--- src/verilog/cac_pkg.sv ---
// Constants, field layout and carrier types for the accelerator control registers.
// Assumes a single 250 MHz clock and word-aligned peripheral bus accesses.
package cac_pkg;
    // ==========================================================
    // Register offsets.
    localparam logic [7:0] CAC_OFS_GLOBAL = 8'h00;
    localparam logic [7:0] CAC_OFS_CIPHER = 8'h04;
    localparam logic [7:0] CAC_OFS_DIGEST = 8'h08;
    // ==========================================================
    // Global control word fields.
    localparam int CAC_DONE = 31;
    localparam int CAC_RDY = 30;
    localparam int CAC_ERR = 29;
    localparam int CAC_MAA = 28;
    localparam int CAC_CPH = 27;
    localparam int CAC_HSH = 26;
    localparam int CAC_GLS = 25;
    localparam int CAC_DMA = 24;
    localparam int CAC_DMSK = 15;
    localparam int CAC_FMODE = 14;
    localparam int CAC_RDSRC = 10;
    localparam int CAC_WRSRC = 8;
    localparam int CAC_BSI = 5;
    localparam int CAC_BSO = 4;
    localparam int CAC_HSRC = 2;
    localparam int CAC_INTEN = 1;
    localparam int CAC_RST = 0;
    // ==========================================================
    // Cipher and digest control fields.
    localparam int CAC_CMODE = 8;
    localparam int CAC_CALG = 4;
    localparam int CAC_KSRC = 2;
    localparam int CAC_KEY = 1;
    localparam int CAC_DEC = 0;
    localparam int CAC_LAST = 5;
    localparam int CAC_HALG = 2;
    localparam int CAC_XOR = 1;
    localparam int CAC_INIT = 0;
    // ==========================================================
    // Reset values.
    localparam logic CAC_RDY_RST = 1'b1;
    localparam logic CAC_FLAG_RST = 1'b0;
    localparam logic [31:0] CAC_WORD_RST = 32'h0000_0000;
    // ==========================================================
    // Field encodings.
    typedef enum logic [1:0] {CAC_RD_OFF = 2'h0, CAC_RD_DMA = 2'h1, CAC_RD_RNG = 2'h2,
        CAC_RD_RSV = 2'h3} cac_rdsrc_type;
    typedef enum logic [1:0] {CAC_WR_NONE = 2'h0, CAC_WR_CIPH = 2'h1, CAC_WR_RDF = 2'h2,
        CAC_WR_RSV = 2'h3} cac_wrsrc_type;
    typedef enum logic [2:0] {CAC_ECB = 3'h0, CAC_CBC = 3'h1, CAC_CFB = 3'h2,
        CAC_OFB = 3'h3, CAC_CTR = 3'h4} cac_cmode_type;
    typedef enum logic [2:0] {CAC_C_OFF = 3'h0, CAC_AES128 = 3'h1, CAC_AES192 = 3'h2,
        CAC_AES256 = 3'h3, CAC_DES = 3'h4, CAC_TDEA = 3'h5} cac_calg_type;
    typedef enum logic [2:0] {CAC_H_OFF = 3'h0, CAC_SHA1 = 3'h1, CAC_SHA224 = 3'h2,
        CAC_SHA256 = 3'h3, CAC_SHA384 = 3'h4, CAC_SHA512 = 3'h5} cac_halg_type;
    // ==========================================================
    // Decoded steering handed to the datapaths.
    typedef struct packed {
        logic rd_from_dma;
        logic rd_from_rng;
        logic wr_from_cipher;
        logic wr_from_rdfifo;
        logic hash_from_out;
        logic key_from_sw;
        logic key_region_hi;
        logic key_from_dma;
        logic cipher_on;
        logic decrypt;
        logic [2:0] cipher_mode;
        logic [2:0] cipher_alg;
        logic hash_on;
        logic [2:0] hash_alg;
        logic hash_last;
        logic hmac_xor;
    } cac_steer_type;
    // Completion events from the engines, one-cycle pulses except the start level.
    typedef struct packed {
        logic maa_start;
        logic cipher_done;
        logic hash_done;
        logic galois_done;
        logic dma_done;
        logic key_load_done;
        logic bus_error;
        logic engine_reset_done;
        logic init_loaded;
    } cac_event_type;
endpackage

--- src/verilog/cac_ctrl.sv ---
// Control and status registers of the crypto accelerator, on the peripheral bus.
// Assumes engines report completion as one-cycle pulses synchronous to mclk.
module cac_ctrl
    import cac_pkg::*;
#(
    parameter int ADDR_W = 8
) (
    input wire logic mclk,
    input wire logic sys_rst,
    input wire logic clk_en,
    input wire logic psel,
    input wire logic penable,
    input wire logic pwrite,
    input wire logic [ADDR_W-1:0] paddr,
    input wire logic [31:0] pwdata,
    output logic [31:0] prdata,
    output logic pready,
    output logic pslverr,
    input wire cac_event_type evt,
    input wire logic in_valid,
    input wire logic in_full,
    input wire logic [31:0] in_data,
    input wire logic out_valid,
    input wire logic out_full,
    input wire logic [31:0] out_data,
    output logic in_q_valid,
    output logic [31:0] in_q_data,
    output logic out_q_valid,
    output logic [31:0] out_q_data,
    output cac_steer_type steer,
    output logic engine_reset,
    output logic init_start,
    output logic irq
);
    // ==========================================================
    // Helper functions.
    // Reverses the four bytes of a word.
    function automatic logic [31:0] swap32(input logic [31:0] w);
        swap32 = {w[7:0], w[15:8], w[23:16], w[31:24]};
    endfunction

    // Next value of a unit flag; a set event always beats a software clear.
    function automatic logic flag_next(input logic f, input logic e, input logic wr,
        input logic w1c, input logic w);
        if (e) begin
            flag_next = 1'b1;
        end else if (wr) begin
            flag_next = w1c ? (f & ~w) : w;
        end else begin
            flag_next = f;
        end
    endfunction

    // ==========================================================
    // Register state.
    logic done, rdy, err, maa_done, cph_done, hsh_done, gls_done, dma_done;
    logic dmsk, fmode, bsi, bso, hsrc, int_en, rst_bit;
    logic [1:0] rdsrc, wrsrc, ksrc;
    logic [2:0] cmode, calg, halg;
    logic key_ld, dec, last, hxor, init_rdy, stc_prev;
    logic acc, wr_glob, wr_ciph, wr_dig, mapped, maa_fin, dma_set, any_evt;
    logic [31:0] glob_word, ciph_word, dig_word;

    // ==========================================================
    // Bus decode. Writes take effect in the access phase; no wait states.
    assign acc = psel & penable & clk_en;
    assign wr_glob = acc & pwrite & (paddr == CAC_OFS_GLOBAL);
    assign wr_ciph = acc & pwrite & (paddr == CAC_OFS_CIPHER);
    assign wr_dig = acc & pwrite & (paddr == CAC_OFS_DIGEST);
    assign pready = 1'b1;
    assign pslverr = psel & penable & ~mapped;

    always_comb begin
        if (paddr == CAC_OFS_GLOBAL) begin
            mapped = 1'b1;
        end else if (paddr == CAC_OFS_CIPHER) begin
            mapped = 1'b1;
        end else if (paddr == CAC_OFS_DIGEST) begin
            mapped = 1'b1;
        end else begin
            mapped = 1'b0;
        end
    end

    // Completion events feeding the sticky aggregate bit.
    assign maa_fin = stc_prev & ~evt.maa_start;
    assign dma_set = evt.dma_done | evt.key_load_done;
    assign any_evt = maa_fin | evt.cipher_done | evt.hash_done | evt.galois_done
        | (dma_set & dmsk);

    // ==========================================================
    // Aggregate done bit: a global write loads it from its own bit, whatever the flag mode, unless a completion event sets it in the same cycle.
    always_ff @(posedge mclk) begin
        if (sys_rst) begin
            done <= CAC_FLAG_RST;
        end else if (clk_en) begin
            if (any_evt) begin
                done <= 1'b1;
            end else if (wr_glob) begin
                done <= pwdata[CAC_DONE];
            end
        end
    end

    // Unit completion flags under the selected clearing policy.
    always_ff @(posedge mclk) begin
        if (sys_rst) begin
            cph_done <= CAC_FLAG_RST;
            hsh_done <= CAC_FLAG_RST;
            gls_done <= CAC_FLAG_RST;
            dma_done <= CAC_FLAG_RST;
        end else if (clk_en) begin
            cph_done <= flag_next(cph_done, evt.cipher_done, wr_glob, fmode,
                pwdata[CAC_CPH]);
            hsh_done <= flag_next(hsh_done, evt.hash_done, wr_glob, fmode,
                pwdata[CAC_HSH]);
            gls_done <= flag_next(gls_done, evt.galois_done, wr_glob, fmode,
                pwdata[CAC_GLS]);
            dma_done <= flag_next(dma_done, dma_set, wr_glob, fmode,
                pwdata[CAC_DMA]);
        end
    end

    // Arithmetic done follows the start level; software may only write it when idle.
    always_ff @(posedge mclk) begin
        if (sys_rst) begin
            maa_done <= CAC_FLAG_RST;
            stc_prev <= 1'b0;
        end else if (clk_en) begin
            stc_prev <= evt.maa_start;
            if (evt.maa_start) begin
                maa_done <= 1'b0;
            end else if (maa_fin) begin
                maa_done <= 1'b1;
            end else if (wr_glob) begin
                maa_done <= pwdata[CAC_MAA];
            end
        end
    end

    // ==========================================================
    // Engine reset request, ready handshake and bus error.
    // A new request in the same cycle as a completion keeps ready low.
    always_ff @(posedge mclk) begin
        if (sys_rst) begin
            rst_bit <= 1'b0;
            rdy <= CAC_RDY_RST;
        end else if (clk_en) begin
            rst_bit <= wr_glob & pwdata[CAC_RST];
            if (wr_glob & pwdata[CAC_RST]) begin
                rdy <= 1'b0;
            end else if (evt.engine_reset_done) begin
                rdy <= 1'b1;
            end
        end
    end

    // Software cannot clear the error; a block reset request does.
    always_ff @(posedge mclk) begin
        if (sys_rst) begin
            err <= CAC_FLAG_RST;
        end else if (clk_en) begin
            if (evt.bus_error) begin
                err <= 1'b1;
            end else if (wr_glob & pwdata[CAC_RST]) begin
                err <= 1'b0;
            end
        end
    end

    // ==========================================================
    // Global control fields, kept across an engine reset.
    always_ff @(posedge mclk) begin
        if (sys_rst) begin
            dmsk <= 1'b0;
            fmode <= 1'b0;
            rdsrc <= 2'h0;
            wrsrc <= 2'h0;
            bsi <= 1'b0;
            bso <= 1'b0;
            hsrc <= 1'b0;
            int_en <= 1'b0;
        end else if (clk_en && wr_glob) begin
            dmsk <= pwdata[CAC_DMSK];
            fmode <= pwdata[CAC_FMODE];
            rdsrc <= pwdata[CAC_RDSRC +: 2];
            wrsrc <= pwdata[CAC_WRSRC +: 2];
            bsi <= pwdata[CAC_BSI];
            bso <= pwdata[CAC_BSO];
            hsrc <= pwdata[CAC_HSRC];
            int_en <= pwdata[CAC_INTEN];
        end
    end

    // Cipher control word; the key load bit drops when the key has arrived.
    always_ff @(posedge mclk) begin
        if (sys_rst) begin
            cmode <= 3'h0;
            calg <= 3'h0;
            ksrc <= 2'h0;
            key_ld <= 1'b0;
            dec <= 1'b0;
        end else if (clk_en) begin
            if (wr_ciph) begin
                cmode <= pwdata[CAC_CMODE +: 3];
                calg <= pwdata[CAC_CALG +: 3];
                ksrc <= pwdata[CAC_KSRC +: 2];
                key_ld <= pwdata[CAC_KEY];
                dec <= pwdata[CAC_DEC];
            end else if (evt.key_load_done) begin
                key_ld <= 1'b0;
            end
        end
    end

    // Digest control word with its self-clearing bits.
    always_ff @(posedge mclk) begin
        if (sys_rst) begin
            halg <= 3'h0;
            last <= 1'b0;
            hxor <= 1'b0;
        end else if (clk_en) begin
            if (wr_dig) begin
                halg <= pwdata[CAC_HALG +: 3];
                last <= pwdata[CAC_LAST];
                hxor <= pwdata[CAC_XOR];
            end else begin
                if (evt.hash_done) begin
                    last <= 1'b0;
                end
                if (evt.key_load_done) begin
                    hxor <= 1'b0;
                end
            end
        end
    end

    // Init bit reads low from the request until the constants are in.
    always_ff @(posedge mclk) begin
        if (sys_rst) begin
            init_rdy <= 1'b0;
            init_start <= 1'b0;
        end else if (clk_en) begin
            init_start <= wr_dig & pwdata[CAC_INIT];
            if (wr_dig & pwdata[CAC_INIT]) begin
                init_rdy <= 1'b0;
            end else if (evt.init_loaded) begin
                init_rdy <= 1'b1;
            end
        end
    end

    // ==========================================================
    // Read words; reserved bits read as zero.
    always_comb begin
        glob_word = CAC_WORD_RST;
        glob_word[CAC_DONE] = done;
        glob_word[CAC_RDY] = rdy;
        glob_word[CAC_ERR] = err;
        glob_word[CAC_MAA] = maa_done;
        glob_word[CAC_CPH] = cph_done;
        glob_word[CAC_HSH] = hsh_done;
        glob_word[CAC_GLS] = gls_done;
        glob_word[CAC_DMA] = dma_done;
        glob_word[CAC_DMSK] = dmsk;
        glob_word[CAC_FMODE] = fmode;
        glob_word[CAC_RDSRC +: 2] = rdsrc;
        glob_word[CAC_WRSRC +: 2] = wrsrc;
        glob_word[CAC_BSI] = bsi;
        glob_word[CAC_BSO] = bso;
        glob_word[CAC_HSRC] = hsrc;
        glob_word[CAC_INTEN] = int_en;
        glob_word[CAC_RST] = rst_bit;
        ciph_word = CAC_WORD_RST;
        ciph_word[CAC_CMODE +: 3] = cmode;
        ciph_word[CAC_CALG +: 3] = calg;
        ciph_word[CAC_KSRC +: 2] = ksrc;
        ciph_word[CAC_KEY] = key_ld;
        ciph_word[CAC_DEC] = dec;
        dig_word = CAC_WORD_RST;
        dig_word[CAC_LAST] = last;
        dig_word[CAC_HALG +: 3] = halg;
        dig_word[CAC_XOR] = hxor;
        dig_word[CAC_INIT] = init_rdy;
    end

    // Read data is captured in the setup phase so it comes from a flip-flop.
    always_ff @(posedge mclk) begin
        if (sys_rst) begin
            prdata <= CAC_WORD_RST;
        end else if (clk_en && psel && !penable) begin
            if (paddr == CAC_OFS_GLOBAL) begin
                prdata <= glob_word;
            end else if (paddr == CAC_OFS_CIPHER) begin
                prdata <= ciph_word;
            end else if (paddr == CAC_OFS_DIGEST) begin
                prdata <= dig_word;
            end else begin
                prdata <= CAC_WORD_RST;
            end
        end
    end

    // ==========================================================
    // Steering decode; reserved codes switch the engine off rather than guess.
    always_ff @(posedge mclk) begin
        if (sys_rst) begin
            steer <= '0;
        end else if (clk_en) begin
            steer.rd_from_dma <= (rdsrc == CAC_RD_DMA);
            steer.rd_from_rng <= (rdsrc == CAC_RD_RNG);
            steer.wr_from_cipher <= (wrsrc == CAC_WR_CIPH);
            steer.wr_from_rdfifo <= (wrsrc == CAC_WR_RDF);
            steer.hash_from_out <= hsrc;
            steer.key_from_sw <= ~ksrc[1];
            steer.key_region_hi <= ksrc[1] & ksrc[0];
            steer.key_from_dma <= key_ld;
            steer.cipher_on <= (calg != CAC_C_OFF) && (calg <= CAC_TDEA)
                && (cmode <= CAC_CTR);
            steer.decrypt <= dec;
            steer.cipher_mode <= cmode;
            steer.cipher_alg <= calg;
            steer.hash_on <= (halg != CAC_H_OFF) && (halg <= CAC_SHA512);
            steer.hash_alg <= halg;
            steer.hash_last <= last;
            steer.hmac_xor <= hxor;
        end
    end

    // ==========================================================
    // Byte swap stage; a partial word passes unswapped.
    always_ff @(posedge mclk) begin
        if (sys_rst || rst_bit) begin
            in_q_valid <= 1'b0;
            in_q_data <= CAC_WORD_RST;
            out_q_valid <= 1'b0;
            out_q_data <= CAC_WORD_RST;
        end else if (clk_en) begin
            in_q_valid <= in_valid;
            out_q_valid <= out_valid;
            if (in_valid) begin
                in_q_data <= (bsi && in_full) ? swap32(in_data) : in_data;
            end
            if (out_valid) begin
                out_q_data <= (bso && out_full) ? swap32(out_data) : out_data;
            end
        end
    end

    assign engine_reset = rst_bit;
    // Level request; stays up until the cause is cleared or masked.
    assign irq = int_en & (done | err);

    // ==========================================================
    // Checks.
    done_sticky_a: assert property (@(posedge mclk) disable iff (sys_rst)
        clk_en && any_evt |=> done)
        else $error("done not set by unit completion");
    dma_mask_a: assert property (@(posedge mclk) disable iff (sys_rst)
        clk_en && evt.dma_done && !dmsk && !done && !maa_fin && !evt.cipher_done
        && !evt.hash_done && !evt.galois_done && !wr_glob |=> !done && dma_done)
        else $error("masked dma completion touched done");
    ready_drop_a: assert property (@(posedge mclk) disable iff (sys_rst)
        clk_en && wr_glob && pwdata[CAC_RST] |=> !rdy && engine_reset ##1 !engine_reset)
        else $error("ready or reset pulse wrong");
    err_hold_a: assert property (@(posedge mclk) disable iff (sys_rst)
        err && !(wr_glob && pwdata[CAC_RST]) |=> err)
        else $error("bus error cleared without block reset");
    maa_mirror_a: assert property (@(posedge mclk) disable iff (sys_rst)
        clk_en && evt.maa_start |=> !maa_done)
        else $error("arithmetic done high while running");
    flag_w1c_a: assert property (@(posedge mclk) disable iff (sys_rst)
        wr_glob && fmode && !pwdata[CAC_HSH] && hsh_done |=> hsh_done)
        else $error("write zero cleared flag in clear mode");
    cipher_set_a: assert property (@(posedge mclk) disable iff (sys_rst)
        clk_en && evt.cipher_done |=> cph_done && done)
        else $error("cipher completion lost");
    swap_in_a: assert property (@(posedge mclk) disable iff (sys_rst || rst_bit)
        clk_en && in_valid && in_full && bsi |=> in_q_data == swap32($past(in_data)))
        else $error("input word not swapped");
    key_clear_a: assert property (@(posedge mclk) disable iff (sys_rst)
        clk_en && evt.key_load_done && !wr_ciph |=> !key_ld && dma_done)
        else $error("key load bit not cleared");
    last_clear_a: assert property (@(posedge mclk) disable iff (sys_rst)
        clk_en && evt.hash_done && !wr_dig |=> !last && hsh_done)
        else $error("last block bit not cleared");
    init_low_a: assert property (@(posedge mclk) disable iff (sys_rst)
        clk_en && wr_dig && pwdata[CAC_INIT] |=> !init_rdy && init_start)
        else $error("init bit not low during load");
    irq_level_a: assert property (@(posedge mclk) disable iff (sys_rst)
        clk_en && int_en && any_evt && !wr_glob |=> irq)
        else $error("interrupt not raised by completion");
endmodule

--- config.mk ---
export PLATFORM = sky130hd
export DESIGN_NAME = cac_ctrl
export DESIGN_NICKNAME = d
export VERILOG_FILES = /design/src/verilog/cac_pkg.sv /design/src/verilog/cac_ctrl.sv
export SDC_FILE = /design/constraint.sdc
export NUM_CORES = 1
export LEC_CHECK = 0
export BUFFER_PORTS_ARGS = -buffer_cell sky130_fd_sc_hd__buf_4
export CORE_MARGIN = 4
export CORE_UTILIZATION = 49
export DETAILED_ROUTE_END_ITERATION = 16
export GPL_TIMING_DRIVEN = 0
export PLACE_DENSITY = 0.86
export SETUP_SLACK_MARGIN = 0.15
export SYNTH_ARGS = -nofsm -noshare
export SYNTH_HDL_FRONTEND = slang
export SYNTH_SLANG_ARGS = --single-unit
export TNS_END_PERCENT = 10
--- constraint.sdc ---
create_clock -name mclk -period 2.6 [get_ports mclk]
set_input_delay 0.52 -clock mclk [delete_from_list [all_inputs] [get_ports mclk]]
set_output_delay 0.52 -clock mclk [all_outputs]
set_load 0.03 [all_outputs]
==> After elaboration in Yosys (flattened, before gate mapping) <==
Cells that the tools add are included.
W data, S select, Z words.
{ "totals": {"register_bits": 157, "output_inout_bits": 125, "elab_cells": 165} }
{ "classes": {"order_cmp": 3, "eq_ne": 6, "muxes": 36, "n_bitwise": 30, "reduce_logical": 41} }
{ "ops": {"columns": ["op", "n"], "rows": [
  ["$mux W32", 3],
  ["$reduce_and A2 Y1", 16],
  ["$mux W1", 31],
  ["$reduce_bool A2 Y1", 11],
  ["$and A1 B1 Y1", 17],
  ["$mux W11", 1],
  ["$le A3 B3 Y1 const B", 3],
  ["$reduce_bool A3 Y1", 3],
  ["$eq A8 B3 Y1 const B", 1],
  ["$eq A8 B4 Y1 const B", 1],
  ["$logic_and A1 B1 Y1", 8],
  ["$logic_not A8 Y1", 1],
  ["$not A1 Y1", 7],
  ["$mux W6", 1],
  ["$or A1 B1 Y1", 6],
  ["$eq A2 B1 Y1 const B", 2],
  ["$eq A2 B2 Y1 const B", 2],
  ["$logic_not A1 Y1", 1],
  ["$logic_or A1 B1 Y1", 1]
]} }

==> Longest topological paths before layout <==
{ "depth": {"depth_word": 8, "ltp_mapped": 7, "depth_no_buf": 4} }

==> Worst setup path after synthesis <==
OpenSTA, ideal clock, no wires.
{ "synth_timing": {"path_kind": "input port to flip-flop", "start": "input paddr[5]", "end": "register halg[0]", "setup_ns": 0.128, "arrival_time_ns": 1.919, "slack_ns": 0.554, "path_stages": 5, "path_buffers": 1, "cell_sequence": "or4_4 -> buf_6 -> nor4_4 -> mux2i_1 -> nor2_1"} }
{ "synth_between": {"elab_chain_cells": 3} }
{ "synth_rtl": {"columns": ["item", "line_no", "rtl"], "rows": [
  ["from (decl)", "cac_ctrl.sv:14", "input wire logic [ADDR_W-1:0] paddr,"],
  ["$eq A8 B4 Y1", "cac_ctrl.sv:69", "assign wr_dig = acc & pwrite & (paddr == CAC_OFS_DIGEST);"],
  ["$and A1 B1 Y1", "cac_ctrl.sv:69", null],
  ["$reduce_and A2 Y1 (no line)", null, null],
  ["to (signal assigned)", "cac_ctrl.sv:224", "halg <= pwdata[CAC_HALG +: 3];"],
  ["to (decl)", "cac_ctrl.sv:59", "logic [2:0] cmode, calg, halg;"]
]} }
Every way passes these cells.
A chain may end at the register's enable or synchronous reset.

==> Worst setup path after layout <==
{ "layout_timing": {"start": "input clk_en", "end": "register prdata[2]"} }
{ "layout_between": {"elab_chain_cells": 2} }
{ "layout_rtl": {"columns": ["item", "line_no", "rtl"], "rows": [
  ["from (decl)", "cac_ctrl.sv:10", "input wire logic clk_en,"],
  ["$logic_and A1 B1 Y1 (2 in a row)", "cac_ctrl.sv:291", "end else if (clk_en && psel && !penable) begin"],
  ["to (signal assigned)", "cac_ctrl.sv:293", "prdata <= glob_word;"],
  ["to (signal assigned)", "cac_ctrl.sv:295", "prdata <= ciph_word;"],
  ["to (signal assigned)", "cac_ctrl.sv:297", "prdata <= dig_word;"],
  ["to (decl)", "cac_ctrl.sv:16", "output logic [31:0] prdata,"]
]} }
Every way passes these cells.

==> impl_metrics.py <==
metrics = {
    "yosys": {
        "synth_area_leader_cell": "dfxtp_1",
        "synth_seq_cells": 146,
        "synth-edff-count": 0,
        "netlist_area_mm2": 0.006222,
        "netlist_instances": 766,
        "netlist.area_leader.share_pct": 46.97,
        "avgSynthCellArea_um2": 8.123,
        "ys_types": 41,
        "async_reset_ff_share_pct": 0,
        "seq_area_frac_synth_pct": 46.97,
        "synth_warnings": 0,
        "synth_flop_cell": "dfxtp_1",
        "synthTopCellsByArea": "dfxtp_1 47%, a311oi_1 9.0%, nand2_1 7.8%",
    },
    "floorplan": {
        "dieArea_mm2": 0.01456,
        "start_util_pct": 50.95,
        "die_y_um": 120.7,
        "num_rows": 40,
        "ios": 248,
        "die_w_um": 120.7,
        "core_area_mm2": 0.01221,
    },
    "drt": {
        "first_iter_violations": 826,
        "highest_layer": "met4",
        "wl_per_cell_um": 17.55,
        "wl_met1_um": 8134,
        "via_per_inst": 5.670,
        "firstDrtPassIters": 5,
        "via_count": 6776,
        "final_antenna_net_count": 0,
        "wl_met2_um": 9843,
        "wl_um": 20980,
        "remaining_drc_errors": 0,
        "met3_wirelength_um": 2275,
    },
    "sta": {
        "max_freq_mhz": 432.1,
        "hold_violations": 0,
        "finClkSkew_ns": 0.009474,
        "setup_ws_ns": 0.2857,
        "final-setup-viol-count": 0,
        "setup-tns-final_ns": 0,
        "whs_ns": 0.3412,
        "rsz0062_at_grt": "no",
        "tightest_slew_ns": 0.9431,
        "fin_crit_sh_pct": 89.01,
        "min_period_ns": 2.314,
        "slew_headroom_pct": 36.64,
        "slew_viol_final": 0,
    },
    "worst_hold_path": {
        "hold_path.startpoint": "pwdata[0]",
        "holdPathStages": 2,
        "hold_path_class": "input port to flop",
        "holdPathEnd": "init_rdy$_SDFFE_PP0P_",
    },
    "clock_network": {
        "htreeDepth": 4,
        "clk_path_buf_depth": 2,
        "cts_tree": "done",
        "path_clk_slew_ns": 0.06,
        "clock-root-buffer": "clkbuf_16",
        "post_cts.repair.setup_buffers": 0,
        "clock_latency_ns": 0.42,
        "postCtsResizedCells": 0,
        "numCtsBuffers": 17,
        "cts_sinks": 146,
        "cts_hold_buf": 0,
    },
    "setup_path": {
        "crit_family": "simple AND/OR/NAND/NOR gates",
        "slowest_delay_ns": 0.82,
        "cp.required_ns": 2.94,
        "critical_path_class": "input port to flop",
        "rr_endpoint": "in_q_data[31]$_SDFFE_PP0P_",
        "end_kind": "flop",
        "cp_max_fo": 10,
        "rrSetupSlack_ns": 0.81,
        "crit_chain": "buf_4, clkbuf_1, nand3b_1, nor3_1, o221ai_1, a21oi_1",
        "setup.worst_path.start_class": "input port",
        "arrival_ns": 2.66,
        "r2r-start": "engine_reset$_SDFFE_PP0P_",
        "cp_num_buf_inv": 2,
        "ff2ff_path_depth": 4,
        "slowest_stage": "nor3_1",
    },
    "finish": {
        "antennaDiodeCount": 0,
        "seq_area_mm2": 0.002923,
        "nets": 1137,
        "fillerInstances": 951,
        "multi_input_area_mm2": 0.002923,
        "synthToLayoutAreaGrowth_pct": 40.48,
        "final_layout_size_suffix_gt1_share_pct": 26.97,
    },
    "pwr": {
        "finalPower_mw": 5.726,
        "p_leak_nw": 3.674,
        "cellPowerDensity_mw_per_mm2": 655.1,
        "irDropWorstVdd_v": 0.0004279,
    },
    "grt": {
        "grt_pass1_wl_um": 32530,
        "grt_max_degree": 17,
        "track_usage_pct": 27.82,
        "antenna_found_initial": 0,
        "first_global_vias": 6522,
        "grt_overflow": 0,
    },
    "place": {
        "place.gp.congestion": 0.8768,
        "dp_hpwl_um": 14950,
        "preCtsSetupSlack_ns": 0.06692,
        "io_buffers": 219,
    },
    "run": {
        "cap_violations": 0,
    },
    "outcome": {
        "outcome": "complete, no violations",
    },
}
-- registers in the layout, indices dropped and copies added (netlist names), 2 cells and up --
name / cells
calg: 3
prdata: 21
rdsrc: 2
steer: 22
halg: 3
in_q_data: 32
wrsrc: 2
out_q_data: 32
ksrc: 2
cmode: 3
-- cells in the mapped netlist, types with 4 or more instances --
cell type    n
mux2i_1     29
inv_1       13
buf_2        4
nor2b_1      6
nor3_1       7
buf_1       14
nand3b_1     4
nor2_1     109
a211oi_1     5
o22ai_1      4
a22oi_1      5
dfxtp_1    146
a21oi_1     51
nand2_1    130
nand3_1     69
buf_4       13
clkbuf_1    49
a311oi_1    64
o21ai_0      4
-- stage by stage --
step | instances | area (um^2) | utilization, %
global placement | 1163 | 8114 | 66.44
detailed placement | 1163 | 8114 | 66.44
CTS | 1195 | 8741 | 71.58
global route | 1195 | 8741 | 71.58
finish | 1195 | 8741 | 71.58
floorplan | 776 | 6260 | -
-- power breakdown --
group | switching (mW) | internal (mW)
combinational | 0.464 | 0.300
sequential | 0.0452 | 2.32
clock | 0.961 | 1.64
-- worst max-delay path by stage --
| stage | start | endpoint | cells past startpoint |
|---|---|---|---|
| 3_5_place_dp | clk_en | prdata[2]$_SDFFE_PP0P_ | 6 |
| 5_1_grt | clk_en | prdata[1]$_SDFFE_PP0P_ | 6 |
| 3_3_place_gp | clk_en | prdata[2]$_SDFFE_PP0P_ | 6 |
| 4_1_cts | paddr[5] | pslverr | 6 |
| 6_report | clk_en | prdata[2]$_SDFFE_PP0P_ | 6 |
| 2_1_floorplan | paddr[5] | halg[0]$_SDFFE_PP0P_ | 5 |
-- kinds of logic after synthesis --
family | after synthesis | synth area share (%)
buffers and inverters | 94 | 6.656
AO/OA/AOI/OAI | 148 | 16.93
flip-flops | 146 | 46.97
other | 2 | 0.1207
multiplexers | 32 | 5.208
AND/OR/NAND/NOR | 344 | 24.11
-- placed cells by master (no fill, tap or decap), drive strengths merged --
cell,Yosys,layout
a31oi,2,2
a21oi,51,51
nor2,109,109
o21ai,4,4
or3b,1,1
nand2,130,130
nand2b,3,3
bufinv,0,4
or2,2,2
nand3b,4,4
or3,2,2
clkinv,0,4
clkinvlp,0,2
nor3,7,7
a32oi,1,1
mux2i,29,29
a22oi,5,5
nor4,6,6
conb,2,12
buf,32,251
inv,13,15
o21a,1,1
dfxtp,146,146
a211oi,5,5
nand3,69,69
a311oi,64,64
and2,2,2
o22ai,4,4
a21o,2,2
nor2b,6,6
or4,2,2
o32ai,3,3
clkbuf,49,69
o211ai,3,3
mux2,3,3
o21bai,1,1
nand4,1,1
o221ai,2,2
-- layout make-up --
type | count | area share, %
Tap cell | 168 | 2.405
Clock buffer | 20 | 5.110
Timing Repair Buffer | 219 | 18.81
Buffer | 81 | 4.180
Inverter | 13 | 0.5583
Clock inverter | 12 | 2.061
Multi-Input combinational cell | 536 | 33.44
Sequential cell | 146 | 33.44
-- worst register-to-register path, stage by stage, from the launching register on --
cell	delay (ns)
dfxtp_1	0.40
or2_2	0.17
clkbuf_1	0.45
buf_1	0.51
a311oi_1	0.10
-- layer usage --
metal	vias up	global-route usage, %
met4	0	13.10
met3	66	8.746
met2	427	44.36
li1	3165	-
met5	-	0
met1	3118	34.22
Power figures use the tool's default switching activity.
